==> src/hdl/lrc_pkg.sv <==
package lrc_pkg;

   // -------------------------------------------------------------
   // register map
   // -------------------------------------------------------------
   localparam logic [7:0] LRC_CTRL_OFFS   = 8'h00;
   localparam logic [7:0] LRC_STATUS_OFFS = 8'h04;

   // control register fields
   localparam int LRC_FRAME_SEL_LSB  = 0;   // frame_rate_sel_bit0..2
   localparam int LRC_P9_SEL_A_BIT   = 3;   // port_nine_func_sel_a
   localparam int LRC_P9_SEL_B_BIT   = 4;   // port_nine_func_sel_b
   localparam int LRC_CLK_SRC_BIT    = 5;   // clock_source_sel
   localparam int LRC_PORT_FUNC_LSB  = 6;   // 8 bits, 1 = port
   localparam int LRC_PORT_VAL_LSB   = 14;  // 8 bits
   localparam int LRC_P9_VAL_BIT     = 22;
   localparam int LRC_THIRD_DUTY_BIT = 23;
   localparam int LRC_KS_SEG_BIT     = 24;
   localparam int LRC_CTRL_W         = 25;
   localparam logic [LRC_CTRL_W-1:0] LRC_CTRL_RST = 25'h0000000;

   // status register fields
   localparam int LRC_ST_SYS_RST_BIT = 0;
   localparam int LRC_ST_PWR_RST_BIT = 1;
   localparam int LRC_ST_PIN_RST_BIT = 2;
   localparam int LRC_ST_CLK_RUN_BIT = 3;

   // frame divisors per select code
   localparam logic [9:0] LRC_DIV_768 = 10'h300;
   localparam logic [9:0] LRC_DIV_576 = 10'h240;
   localparam logic [9:0] LRC_DIV_384 = 10'h180;
   localparam logic [9:0] LRC_DIV_288 = 10'h120;
   localparam logic [9:0] LRC_DIV_192 = 10'h0C0;

   localparam int LRC_KEY_BITS  = 30;
   localparam int LRC_PORT_BITS = 8;

   typedef enum logic [1:0] {
      LRC_P9_SEG   = 2'b00,
      LRC_P9_GPO   = 2'b01,
      LRC_P9_CLK   = 2'b10
   } lrc_p9_mode_type;

   typedef struct packed {
      logic [9:0] cnt_r;
      logic       tick_r;
   } lrc_div_state_type;

   typedef struct packed {
      logic                     supply_detect_reset_s1_r;
      logic                     supply_detect_reset_s2_r;
      logic                     resn_s1_r;
      logic                     resn_s2_r;
      logic                     ce_s1_r;
      logic                     ce_s2_r;
      logic                     ce_d_r;
      logic                     pwr_rst_r;
      logic [LRC_CTRL_W-1:0]    ctrl_r;
      logic [31:0]              prdata_r;
      logic                     pready_r;
      logic                     pslverr_r;
      logic                     sys_rst_r;
      logic                     display_on_r;
      logic                     key_scan_en_r;
      logic                     contrast_en_r;
      logic [LRC_KEY_BITS-1:0]  key_data_r;
      logic [LRC_PORT_BITS-1:0] port_func_r;
      logic [LRC_PORT_BITS-1:0] port_val_r;
      lrc_p9_mode_type          p9_mode_r;
      logic                     p9_out_r;
      logic                     com4_common_r;
      logic                     ks_shared_seg_r;
      logic                     drv_force_low_r;
      logic                     rc_osc_en_r;
      logic                     ext_clk_acc_r;
      logic                     osc_oe_r;
      logic                     data_out_oe_r;
      logic                     latch_wr_r;
   } lrc_state_type;

   // divisor lookup used by the frame divider
   function automatic logic [9:0] lrc_frame_div(input logic [2:0] sel);
      logic [9:0] d;
      d = LRC_DIV_384;
      // sel[0] is frame_rate_sel_bit0, so codes read right to left
      case (sel)
         3'b011:  d = LRC_DIV_768;
         3'b111:  d = LRC_DIV_576;
         3'b000:  d = LRC_DIV_384;
         3'b100:  d = LRC_DIV_288;
         3'b010:  d = LRC_DIV_192;
         default: d = LRC_DIV_384;
      endcase
      return d;
   endfunction

endpackage

==> src/hdl/lrc_frame_div.sv <==
`timescale 1ns/100ps
// ---------------------------------------------------------------
// frame rate divider
// ---------------------------------------------------------------
module lrc_frame_div
   import lrc_pkg::*;
(
   input  wire logic       pclk,
   input  wire logic       presetn,
   input  wire logic       run,
   input  wire logic [2:0] frame_sel,
   output logic            frame_tick
);

   lrc_div_state_type s_r;
   lrc_div_state_type s_nxt;

   // count internal clocks; a stopped clock holds the count at zero
   always_comb begin
      s_nxt        = s_r;
      s_nxt.tick_r = 1'b0;
      if (!run) begin
         s_nxt.cnt_r = 10'h000;
      end else if (s_r.cnt_r >= lrc_frame_div(frame_sel) - 10'h001) begin
         s_nxt.cnt_r  = 10'h000;                                 // RQ1
         s_nxt.tick_r = 1'b1;
      end else begin
         s_nxt.cnt_r = s_r.cnt_r + 10'h001;
      end
   end

   always_ff @(posedge pclk or negedge presetn) begin
      if (!presetn) begin
         s_r <= '0;
      end else begin
         s_r <= s_nxt;
      end
   end

   assign frame_tick = s_r.tick_r;
endmodule // lrc_frame_div

==> src/hdl/lrc_reset_clk.sv <==
// Added by the designer: the placing of the registers and the APB slave port.
`timescale 1ns/100ps
// ---------------------------------------------------------------
// reset and clock control
// ---------------------------------------------------------------
// Functional notes
// RQ1: frame tick divides clock per select code
// RQ2: select 01 drives port nine as clk/2
// RQ3: supply detector asserts system reset
// RQ4: reset blanks display, stops scan, clears keys
// RQ5: reset forces shared pins segment/port, low
// RQ6: release re-enables display, scan, ports
// RQ7: detector reset ends at final strobe fall
// RQ8: reset pin low resets, high releases
// RQ9: clock generator stops during reset
// RQ10: display latch writes pass during reset
// RQ11: contrast adjust disabled during reset
// RQ12: scan and port logic reinitialised
// RQ13: serial side and control register unaffected
// RQ14: reset holds drivers low, forces pin functions
// RQ15: oscillator pin floats during reset
// RQ16: data-out released throughout reset
// RQ17: source select zero runs rc oscillator
// RQ18: source select one accepts external clock
// RQ19: either source alone asserts reset
module lrc_reset_clk
   import lrc_pkg::*;
(
   input  wire logic                     pclk,
   input  wire logic                     presetn,
   input  wire logic                     psel,
   input  wire logic                     penable,
   input  wire logic                     pwrite,
   input  wire logic [7:0]               paddr,
   input  wire logic [31:0]              pwdata,
   output logic [31:0]                   prdata,
   output logic                          pready,
   output logic                          pslverr,
   input  wire logic                     supply_detect_reset,
   input  wire logic                     reset_pin_n,
   input  wire logic                     ser_enable,
   input  wire logic                     xfer_all_done,
   input  wire logic                     key_read_req,
   input  wire logic [LRC_KEY_BITS-1:0]  key_data_in,
   input  wire logic                     latch_wr_in,
   output logic                          sys_reset,
   output logic                          display_on,
   output logic                          key_scan_en,
   output logic                          contrast_en,
   output logic [LRC_KEY_BITS-1:0]       key_data,
   output logic [LRC_PORT_BITS-1:0]      shared_segment_port_func,
   output logic [LRC_PORT_BITS-1:0]      shared_segment_port_pins,
   output lrc_p9_mode_type               port_nine_mode,
   output logic                          port_nine_shared_pin,
   output logic                          shared_fourth_common_func,
   output logic                          shared_key_scan_seg,
   output logic                          drivers_force_low,
   output logic                          rc_osc_en,
   output logic                          ext_clk_accept,
   output logic                          osc_pin_oe,
   output logic                          data_out_o,
   output logic                          data_out_oe,
   output logic                          latch_wr_en,
   output logic                          frame_tick
);

   lrc_state_type s_r;
   lrc_state_type s_nxt;
   logic          pin_rst;
   logic          ce_fall;
   logic          rst_now;
   logic          clk_run;
   logic          setup;
   logic          access;
   logic [LRC_CTRL_W-1:0] ctrl;

   // -------------------------------------------------------------
   // reset sources
   // -------------------------------------------------------------
   // second-stage synchroniser flops, plus the strobe delay flop ce_d_r, are looked at here
   assign pin_rst = !s_r.resn_s2_r;                              // RQ8
   assign ce_fall = s_r.ce_d_r && !s_r.ce_s2_r;
   assign rst_now = s_r.pwr_rst_r || pin_rst;                    // RQ19
   assign ctrl    = s_r.ctrl_r;
   assign clk_run = !s_r.sys_rst_r;                              // RQ9
   assign setup   = psel && !penable;
   assign access  = psel && penable && s_r.pready_r;

   // -------------------------------------------------------------
   // next state
   // -------------------------------------------------------------
   always_comb begin
      s_nxt           = s_r;
      s_nxt.supply_detect_reset_s1_r = supply_detect_reset;
      s_nxt.supply_detect_reset_s2_r = s_r.supply_detect_reset_s1_r;
      s_nxt.resn_s1_r = reset_pin_n;
      s_nxt.resn_s2_r = s_r.resn_s1_r;
      s_nxt.ce_s1_r   = ser_enable;
      s_nxt.ce_s2_r   = s_r.ce_s1_r;
      s_nxt.ce_d_r    = s_r.ce_s2_r;

      // detector set wins over the strobe release in the same cycle
      if (s_r.supply_detect_reset_s2_r) begin
         s_nxt.pwr_rst_r = 1'b1;                                 // RQ3
      end else if (ce_fall && xfer_all_done) begin
         s_nxt.pwr_rst_r = 1'b0;                                 // RQ7
      end

      // apb: zero wait states, answer in the access cycle
      s_nxt.pready_r  = setup;
      s_nxt.pslverr_r = 1'b0;
      s_nxt.prdata_r  = 32'h00000000;
      if (setup) begin
         case (paddr)
            LRC_CTRL_OFFS: begin
               s_nxt.prdata_r[LRC_CTRL_W-1:0] = s_r.ctrl_r;
            end
            LRC_STATUS_OFFS: begin
               s_nxt.prdata_r[LRC_ST_SYS_RST_BIT] = s_r.sys_rst_r;
               s_nxt.prdata_r[LRC_ST_PWR_RST_BIT] = s_r.pwr_rst_r;
               s_nxt.prdata_r[LRC_ST_PIN_RST_BIT] = pin_rst;
               s_nxt.prdata_r[LRC_ST_CLK_RUN_BIT] = clk_run;
            end
            default: begin
               s_nxt.pslverr_r = 1'b1;
            end
         endcase
      end
      // control register keeps its contents across system reset
      if (access && pwrite && paddr == LRC_CTRL_OFFS) begin
         s_nxt.ctrl_r = pwdata[LRC_CTRL_W-1:0];                  // RQ13
      end

      s_nxt.sys_rst_r = rst_now;
      s_nxt.latch_wr_r = latch_wr_in;                            // RQ10

      if (rst_now) begin
         s_nxt.display_on_r    = 1'b0;                           // RQ4
         s_nxt.key_scan_en_r   = 1'b0;                           // RQ12
         s_nxt.key_data_r      = '0;                             // RQ4
         s_nxt.contrast_en_r   = 1'b0;                           // RQ11
         s_nxt.port_func_r     = '0;                             // RQ5
         s_nxt.port_val_r      = '0;                             // RQ5
         s_nxt.p9_mode_r       = LRC_P9_GPO;                     // RQ5
         s_nxt.p9_out_r        = 1'b0;
         s_nxt.com4_common_r   = 1'b1;                           // RQ14
         s_nxt.ks_shared_seg_r = 1'b1;                           // RQ14
         s_nxt.drv_force_low_r = 1'b1;                           // RQ14
         s_nxt.rc_osc_en_r     = 1'b0;                           // RQ9
         s_nxt.ext_clk_acc_r   = 1'b0;                           // RQ9
         s_nxt.osc_oe_r        = 1'b0;                           // RQ15
         s_nxt.data_out_oe_r   = 1'b0;                           // RQ16
      end else begin
         s_nxt.display_on_r    = 1'b1;                           // RQ6
         s_nxt.key_scan_en_r   = 1'b1;                           // RQ6
         s_nxt.key_data_r      = key_data_in;
         s_nxt.contrast_en_r   = 1'b1;
         s_nxt.port_func_r     = ctrl[LRC_PORT_FUNC_LSB +: LRC_PORT_BITS];
         s_nxt.port_val_r      = ctrl[LRC_PORT_VAL_LSB +: LRC_PORT_BITS]
                                 & ctrl[LRC_PORT_FUNC_LSB +: LRC_PORT_BITS];
         s_nxt.com4_common_r   = !ctrl[LRC_THIRD_DUTY_BIT];
         s_nxt.ks_shared_seg_r = ctrl[LRC_KS_SEG_BIT];
         s_nxt.drv_force_low_r = 1'b0;
         s_nxt.rc_osc_en_r     = !ctrl[LRC_CLK_SRC_BIT];         // RQ17
         s_nxt.ext_clk_acc_r   = ctrl[LRC_CLK_SRC_BIT];          // RQ18
         // rc network sits on the pin; external mode only listens
         s_nxt.osc_oe_r        = !ctrl[LRC_CLK_SRC_BIT];
         s_nxt.data_out_oe_r   = key_read_req;
         case ({ctrl[LRC_P9_SEL_A_BIT], ctrl[LRC_P9_SEL_B_BIT]})
            2'b01: begin
               // toggle every internal clock gives half rate
               s_nxt.p9_mode_r = LRC_P9_CLK;                     // RQ2
               s_nxt.p9_out_r  = !s_r.p9_out_r;
            end
            2'b00: begin
               s_nxt.p9_mode_r = LRC_P9_SEG;
               s_nxt.p9_out_r  = 1'b0;
            end
            default: begin
               s_nxt.p9_mode_r = LRC_P9_GPO;
               s_nxt.p9_out_r  = ctrl[LRC_P9_VAL_BIT];
            end
         endcase
      end
   end

   // -------------------------------------------------------------
   // state register
   // -------------------------------------------------------------
   // power-up counts as a detector reset until a transfer with done set ends
   always_ff @(posedge pclk or negedge presetn) begin
      if (!presetn) begin
         s_r                 <= '0;
         s_r.pwr_rst_r       <= 1'b1;
         s_r.sys_rst_r       <= 1'b1;
         s_r.ctrl_r          <= LRC_CTRL_RST;
         s_r.p9_mode_r       <= LRC_P9_GPO;
         s_r.com4_common_r   <= 1'b1;
         s_r.ks_shared_seg_r <= 1'b1;
         s_r.drv_force_low_r <= 1'b1;
      end else begin
         s_r <= s_nxt;
      end
   end

   lrc_frame_div u_div (
      .pclk      (pclk),
      .presetn   (presetn),
      .run       (clk_run),
      .frame_sel (ctrl[LRC_FRAME_SEL_LSB +: 3]),
      .frame_tick(frame_tick)
   );

   // -------------------------------------------------------------
   // outputs
   // -------------------------------------------------------------
   assign prdata                    = s_r.prdata_r;
   assign pready                    = s_r.pready_r;
   assign pslverr                   = s_r.pslverr_r;
   assign sys_reset                 = s_r.sys_rst_r;
   assign display_on                = s_r.display_on_r;
   assign key_scan_en               = s_r.key_scan_en_r;
   assign contrast_en               = s_r.contrast_en_r;
   assign key_data                  = s_r.key_data_r;
   assign shared_segment_port_func  = s_r.port_func_r;
   assign shared_segment_port_pins  = s_r.port_val_r;
   assign port_nine_mode            = s_r.p9_mode_r;
   assign port_nine_shared_pin      = s_r.p9_out_r;
   assign shared_fourth_common_func = s_r.com4_common_r;
   assign shared_key_scan_seg       = s_r.ks_shared_seg_r;
   assign drivers_force_low         = s_r.drv_force_low_r;
   assign rc_osc_en                 = s_r.rc_osc_en_r;
   assign ext_clk_accept            = s_r.ext_clk_acc_r;
   assign osc_pin_oe                = s_r.osc_oe_r;
   assign data_out_o                = 1'b0;   // open drain only pulls low
   assign data_out_oe               = s_r.data_out_oe_r;
   assign latch_wr_en               = s_r.latch_wr_r;
endmodule // lrc_reset_clk

==> config.mk <==
export PLATFORM = sky130hd
export DESIGN_NAME = lrc_reset_clk
export DESIGN_NICKNAME = d
export VERILOG_FILES = /design/src/hdl/lrc_pkg.sv /design/src/hdl/lrc_frame_div.sv /design/src/hdl/lrc_reset_clk.sv
export SDC_FILE = /design/constraint.sdc
export NUM_CORES = 1
export LEC_CHECK = 0
export CORE_MARGIN = 3
export CORE_UTILIZATION = 50
export CTS_BUF_LIST = sky130_fd_sc_hd__clkbuf_16
export DETAILED_ROUTE_END_ITERATION = 10
export DONT_BUFFER_PORTS = 1
export PLACE_DENSITY = 0.63
export REMOVE_ABC_BUFFERS = 1
export SLEW_MARGIN = 20
export SYNTH_ARGS = -nofsm -noshare
export SYNTH_HDL_FRONTEND = slang
export SYNTH_SLANG_ARGS = --single-unit
==> constraint.sdc <==
create_clock -name pclk -period 3.35 [get_ports pclk]
set_clock_uncertainty 0.2 [all_clocks]
set_input_delay 0 -clock pclk [delete_from_list [all_inputs] [get_ports pclk]]
set_output_delay 0 -clock pclk [all_outputs]
set_load 0.005 [all_outputs]
## Word level (Yosys, flattened, before mapping)

Index checks and enable logic that the tools add are counted.

- ROM bits: 0
- Memories kept: 0
- Register bits after elaboration: 132
- RAM bits: 0
- Bits in latches: 0
- Output and inout port bits: 97

- $mul: 0
- Add/subtract/negate cells: 2
- Reductions and logical operators: 19
- Shift-type cells: 0
- Eq/ne operators: 6
- Div/mod/pow operators: 0
- Order comparisons: 1
- Bitwise gates (word level): 1
- Muxes and demuxes: 15

Operators by type and width:

| kind | count |
|---|---|
| 59-bit 2-to-1 mux | 1 |
| 10-bit one-hot mux with 4 select lines | 1 |
| 10-bit 2-to-1 mux | 3 |
| 25-bit 2-to-1 mux | 1 |
| 21-bit 2-to-1 mux | 1 |
| 10-bit by 1-bit adder with 10-bit output (second input constant) | 1 |
| 10-bit >= comparator | 1 |
| 10-bit by 1-bit subtractor with 10-bit output (second input constant) | 1 |
| 8-bit bitwise AND | 1 |
| 8-bit by 3-bit == test with 1-bit output (second input constant) | 1 |
| 8-bit zero test | 1 |
| 4-bit one-hot mux with 2 select lines | 1 |
| 1-bit logical AND | 7 |
| 1-bit zero test | 7 |
| 3-bit by 2-bit == test with 1-bit output (second input constant) | 2 |
| 3-bit == test (second input constant) | 2 |
| 1-bit 2-to-1 mux | 6 |
| 3-bit one-hot mux with 2 select lines | 1 |
| 2-bit by 1-bit == test with 1-bit output (second input constant) | 1 |
| 2-bit zero test | 1 |
| 2-bit nonzero test | 1 |
| 2-bit OR reduction | 1 |
| 1-bit logical OR | 1 |

## Longest topological paths before layout

Gate-level depths: netlist of run 1.

- Depth after elaboration: 7
- Depth in mapped cells: 10
- Gate-level depth less buffers: 10

## Cells and area by module

A second synthesis of run 1 with hierarchy kept.

- Cell total of the unflattened synthesis: 407
- Area total of the unflattened synthesis: 5,320.1 um^2

Modules (own cells, without submodules):

| module | cells each | sequential area each (um^2) | times used | area an instance (um^2) |
|---|---|---|---|---|
| lrc_reset_clk | 339 | 2,934.1 | 1 | 4,647.0 |
| lrc_frame_div | 68 | 275.3 | 1 | 673.1 |

## Worst setup path after synthesis of run 1

Ideal clock, no wire load.

- Path type: reg-to-reg
- Start: register s_r (netlist bit ctrl[0])
- End: register u_div.s_r[10] (netlist name)
- Data required time: 3,006 ps
- Buffers on the path: 0
- Cell stages (with the launch flop): 10
- Arrival: 2,003 ps
- Setup time: 144 ps
- Setup slack: 1,002 ps
- Cells stage by stage: dfrtp_1 -> nand2b_1 -> nor2_1 -> inv_1 -> ha_1 -> ha_1 -> a21o_1 -> a31oi_1 -> o211ai_1 -> nor2_1

RTL lines:

| item | line | RTL |
|---|---|---|
| from (decl) | lrc_reset_clk.sv:67 | `lrc_state_type s_r;` |
| from (signal assigned) | lrc_reset_clk.sv:202 | `s_r <= s_nxt;` |
| to (signal assigned) | lrc_frame_div.sv:36 | `s_r <= s_nxt;` |
| to (decl) | lrc_frame_div.sv:15 | `lrc_div_state_type s_r;` |

==> out/metrics.yaml, run 1 <==
setup_path:
  worstPathRequired_ns: 3.49
  rr_worst_depth: 10
  crit_path_end_kind: "register"
  crit_family: "adder cells"
  reg2reg_to: "u_div.s_r[5]"
  path_cells: "nand2b_1 -> nor2_1 -> inv_1 -> ha_1 -> ha_1 -> a21o_1 -> a31oi_1 -> o211ai_1 -> buf_4 -> nor2_1"
  crit_path_start_kind: "register"
  critical-path-max-stage-delay_ns: 0.43
  reg2reg_setup_slack_ns: 0.89
  crit_type: "register to register"
  path_max_fanout: 10
  rr_startpoint: "ctrl[0]"
  worst-path-stages: 10
  cp.arrival_ns: 2.60
  cp_num_buf_inv: 2
  crit_slowest_cell: "dfrtp_1"
synth:
  ys_top_cells_by_area: "dfrtp_1, buf_4, and2_1, mux2_4, dfstp_2"
  ys.flop_type: "dfrtp_1"
  yosysWarnings: 0
  ys_ff_latch: 128
  syn_avg_cell_area_um2: 13.01
  yosysSeqAreaShare_pct: 60.91
  syn_inst: 405
  synth-edff-count: 0
  syn_area_um2: 5269
  synth.top_cell.area_share_pct: 58.42
  synthArstFlopShare_pct: 100.0
  synth.largest_area_cell: "dfrtp_1"
  yosysUniqueCellTypes: 36
place:
  dp_hpwl_um: 5810
  dpl_cell_area_um2: 4791
  routabilityCongestion: 0.7669
  dp_cells: 453
  io_buffer_count: 0
drt:
  vias_per_cell: 4.784
  dr.first_iter.drc_count: 137
  drc_errors: 0
  dr.pass1.iters: 4
  ant_nets: 0
  routed_wl_um: 9693
  vias: 2679
  wl_per_cell_um: 17.31
global_route:
  antenna_found_initial: 0
  grt_pass1_wl_um: 15410
  track_usage_pct: 17.61
  grt_overflow_total: 0
  grt_pass1_vias: 2937
  grt_max_degree: 129
timing:
  drv_slew: 0
  grt_setup_unrepaired: "false"
  finalSetupTns_ns: 0
  fin_crit_ns: 2.464
  finalHoldViolCount: 4
  post-route-period-util_pct: 73.54
  setup_violations: 0
  worst-slew-pin-transition_ns: 0.6623
  relSlewSlack_pct: 55.80
  max_freq_ghz: 0.4059
  whs_ns: -0.003661
clock_network:
  cts_resized: 0
  ctsHtreeMaxLevel: 4
  clk_latency_ns: 0.40
  cts_tree: "yes"
  ctsRootBufferMaster: "clkbuf_16"
  cts_made_buffers: 17
  clk_path_buf_depth: 2
  postCtsSetupRepairBufs: 0
  clock-sinks: 128
  clk_pin_slew_ns: 0.05
die:
  die_h_um: 108.7
  fp-row-count: 36
  start_util_pct: 52.69
  die_area_um2: 11800
  die_width_um: 108.7
  pin_count: 178
  coreArea_um2: 10000
run:
  maxCapViolations: 0
final_layout:
  nNetsFinal: 504
  synthToLayoutAreaGrowth_pct: 16.50
  layout-drive-gt1-share_pct: 14.05
  n_fill_cell: 771
  utilization_pct: 61.39
  diodes: 0
  final_cells: 560
  fin_area_um2: 6138
power:
  power.density_nw_per_um2: 561.9
  ir_worst_vdd_v: 0.0003781
  p_leak_nw: 3.078
hold_path:
  min-delay-path-class: "input pin to asynchronous set/reset pin"
run_status:
  violations: "negative hold slack"
  status: "finished with violations"
[per-stage QoR]
stage / worst slack [ns] / power (W)
global placement: 0.9608 / 0.001631
floorplan: 1.002 / 0.001622
detailed placement: 0.8977 / 0.001633
CTS: 0.8818 / 0.003487
global route: 0.6798 / 0.003589
finish: 0.8863 / 0.003449
[worst register-to-register path: cells and delay by family, from the launching register on]
family,cells,cell delay (ns)
flip-flops,1,0.43
AND/OR/NAND/NOR,3,0.49
buffers and inverters,2,0.25
AO/OA/AOI/OAI,3,0.47
adder cells (fa/ha/maj),2,0.56
[cell usage in the layout, fill, tap and decap left out, types with 2 or more instances in the layout]
cell type / instances
dfrtp_1: 123
dlygate4sd3_1: 76
and2_1: 62
nor2_1: 21
mux2_4: 20
clkbuf_16: 17
inv_1: 11
and3_1: 8
conb_1: 8
ha_1: 7
nand2b_1: 6
xnor2_1: 6
nand2_1: 5
mux2_2: 5
dfstp_2: 5
nand3_1: 4
nor3_1: 4
a21oi_1: 3
nand4_1: 3
xor2_1: 3
mux2i_1: 3
bufinv_16: 3
buf_4: 3
a21o_1: 2
o21ai_0: 2
clkinv_1: 2
clkinv_2: 2
[flip-flops by register name (all words and copies together) (netlist names), 2 cells and up]
signal / count
port_nine_mode: 2
ctrl: 25
shared_segment_port_func: 8
s_r: 4
prdata: 25
u_div.s_r: 10
s_nxt: 4
key_data: 30
shared_segment_port_pins: 8
[worst max-delay path by stage]
| stage | start | end | slack, ns |
|---|---|---|---|
| after floorplan | ctrl[0] | u_div.s_r[10] | 1.00 |
| after global placement | ctrl[0] | u_div.s_r[5] | 0.96 |
| after detailed placement | ctrl[0] | u_div.s_r[5] | 0.90 |
| after CTS | ctrl[0] | u_div.s_r[5] | 0.88 |
| after global routing | ctrl[0] | u_div.s_r[3] | 0.68 |
| final | ctrl[0] | u_div.s_r[5] | 0.89 |
[synth_stat cells, drive strengths merged (4+ instances only)]
library cell    n
dfrtp         123
buf            87
and2           62
mux2           25
nor2           21
and3            8
clkbuf          8
ha              7
inv             6
nand2b          6
xnor2           6
dfstp           5
nand2           5
nand3           5
nor3            4
[layout make-up]
class / instances / area [um^2] / area share (%)
Sequential cell: 128 / 3209 / 52.28
Multi-Input combinational cell: 183 / 1370 / 22.32
Timing Repair Buffer: 80 / 810.8 / 13.21
Clock buffer: 17 / 425.4 / 6.930
Tap cell: 133 / 166.4 / 2.711
Clock inverter: 13 / 133.9 / 2.181
Inverter: 6 / 22.52 / 0.3669
[per-layer routing]
layer | global-route usage, % | vias up | part of all wire, %
met2 | 28.91 | 115 | 52
li1 | - | 1224 | -
met1 | 19.35 | 1322 | 38
met3 | 8.822 | 18 | 8.1
met5 | 0 | - | 0
met4 | 7.484 | 0 | 2.1
[where the power goes]
group	switching [W]	internal (W)
registers	0.0000109	0.00157
logic	0.0000598	0.0000722
clock network	0.000603	0.00114
total	0.000673	0.00278
[timing repair]
action / CTS / global route
hold buffers: 77 / 0
endpoints found under the setup margin: 0 / 0
endpoints found under the hold margin: 216 / 0
[cell families (layout without fill, tap and decap cells)]
kind of cell	Yosys count	after routing	share of synthesized area [%]
XOR/XNOR	9	9	1.496
AO/OA/AOI/OAI	10	10	1.164
other	1	8	0.07117
adder cells (fa/ha/maj)	7	7	1.662
buffers and inverters	101	116	13.58
flip-flops	128	128	60.91
multiplexers	28	28	7.338
AND/OR/NAND/NOR	121	121	13.77
(Power assumes the default switching activity.)
==> run 2, diff against run 1 <==
clock period = 2.5 ns   (was 3.35 ns; I/O delays follow)
==> out/metrics.yaml, run 2 (synthesis gave the netlist of run 1 again) <==
run_status:
  status: "finished with violations"
  violations: "negative hold slack"
timing:
  fin_crit_ns: 2.384
  finalSetupTns_ns: 0
  finalHoldViolCount: 128
  whs_ns: -0.9080
  max_freq_ghz: 0.4194
  drv_slew: 0
  grt_setup_unrepaired: "false"
  setup_violations: 0
  worst-slew-pin-transition_ns: 0.5582
  layout_setup_ws_ns: 0.1157
  post-route-period-util_pct: 95.37
  relSlewSlack_pct: 62.74
clock_network:
  clk_pin_slew_ns: 0.06
  clk_latency_ns: 0.40
  clock-sinks: 128
  holdBufCountCts: 95
  ctsHtreeMaxLevel: 4
  ctsRootBufferMaster: "clkbuf_16"
  cts_tree: "yes"
  clk_path_buf_depth: 2
  cts_made_buffers: 17
setup_path:
  crit_path_end_kind: "register"
  worst-path-stages: 10
  crit_slowest_cell: "dfrtp_1"
  worstPathRequired_ns: 2.62
  crit_family: "adder cells"
  crit_path_start_kind: "register"
  critical-path-max-stage-delay_ns: 0.38
  path_cells: "nand2b_1 -> nor2_1 -> inv_1 -> ha_1 -> ha_1 -> a21o_1 -> a31oi_1 -> o211ai_1 -> buf_4 -> nor2_1"
  cp_num_buf_inv: 2
  rr_startpoint: "ctrl[0]"
  cp.arrival_ns: 2.50
  rr_worst_depth: 10
  reg2reg_setup_slack_ns: 0.12
  path_max_fanout: 10
  reg2reg_to: "u_div.s_r[5]"
  crit_type: "register to register"
final_layout:
  layout_commonest_cell: "dfrtp_1"
  largest_reg_flops: 30
  layout-drive-gt1-share_pct: 15.11
  nNetsFinal: 525
  synthToLayoutAreaGrowth_pct: 20.47
  n_fill_cell: 769
  final_cells: 583
  mostFrequentLayoutCells: "dfrtp_1, dlygate4sd3_1, and2_1"
  diodes: 0
place:
  dp_hpwl_um: 5848
  dp_slack_ns: -0.1146
  routabilityCongestion: 0.7886
  io_buffer_count: 0
  dp_cells: 455
drt:
  vias: 2802
  dr.pass1.iters: 4
  routed_wl_um: 9920
  ant_nets: 0
  drc_errors: 0
  vias_per_cell: 4.806
  dr.first_iter.drc_count: 98
  wl_per_cell_um: 17.02
die:
  coreArea_um2: 10000
  pin_count: 178
  start_util_pct: 52.69
  die_area_um2: 11800
  die_h_um: 108.7
  die_width_um: 108.7
  fp-row-count: 36
global_route:
  busiest_layer: "met2"
  use_met2_pct: 30.36
  grt_pass1_vias: 3049
  track_usage_pct: 17.54
  grt_overflow_total: 0
  grt_pass1_wl_um: 15370
  groute.layer.met3.usage_pct: 7.638
  antenna_found_initial: 0
  grt_max_degree: 129
  use_met1_pct: 19.07
hold_path:
  min-delay-path-class: "input pin to asynchronous set/reset pin"
power:
  power.density_nw_per_um2: 720.9
  p_leak_nw: 3.192
  ir_worst_vdd_v: 0.0003989
run:
  maxCapViolations: 0
==> run 2: per-layer routing <==
| metal | part of all wire, % | vias up | wire, um |
|---|---|---|---|
| li1 | - | 1270 | - |
| met1 | 38 | 1408 | 3752 |
| met2 | 53 | 116 | 5297 |
| met3 | 7.7 | 8 | 766 |
| met4 | 1.0 | 0 | 103 |
| met5 | 0 | - | 0 |
==> run 2: worst max-delay path by stage <==
stage                  from       endpoint  slack (ns)
finish              ctrl[0]   u_div.s_r[5]        0.12
global route        ctrl[0]   u_div.s_r[5]        0.03
CTS                  pready       ctrl[19]        0.16
detailed placement  ctrl[0]   u_div.s_r[5]       -0.11
global placement    ctrl[0]   u_div.s_r[5]        0.02
floorplan           ctrl[0]  u_div.s_r[10]        0.15
==> run 2: layout make-up <==
cell class                      instances  area (um^2)  area share (%)
Clock buffer                           17        425.4           6.702
Inverter                                6        22.52          0.3548
Sequential cell                       128         3209           50.56
Clock inverter                         15        145.1           2.287
Multi-Input combinational cell        183         1370           21.58
Tap cell                              133        166.4           2.622
Timing Repair Buffer                  101         1008           15.89
==> run 2: timing repair <==
item,4_1_cts,5_1_grt
endpoints found under the hold margin,216,128
resized for setup,0,0
setup endpoints to repair,10,0
buffers inserted,1,0
==> run 2: per-stage QoR <==
| step | util [%] | power, W | hold WS (ns) | instance area, um^2 |
|---|---|---|---|---|
| finish | 63.48 | 0.004576 | -0.9080 | 6347 |
| global route | 63.48 | 0.004732 | -0.9315 | 6347 |
| CTS | 63.48 | 0.004633 | -0.9260 | 6347 |
| detailed placement | 48.19 | 0.002189 | -0.4930 | 4818 |
| global placement | 48.19 | 0.002187 | -0.4931 | 4818 |
| floorplan | - | 0.002174 | -0.4956 | 4602 |
==> run 2: worst register-to-register path: cells and delay by family, from the launching register on <==
family          cells  cell delay, ns
compound gates      3            0.46
buf+inv             2            0.25
flops               1            0.38
simple gates        3            0.43
fa+ha+maj           2            0.58
==> run 2: report_power, final <==
part	total, W	internal, W	switching (W)
Combinational	0.000137	0.0000945	0.0000428
Sequential	0.00211	0.00210	0.0000148
Clock	0.00232	0.00146	0.000869
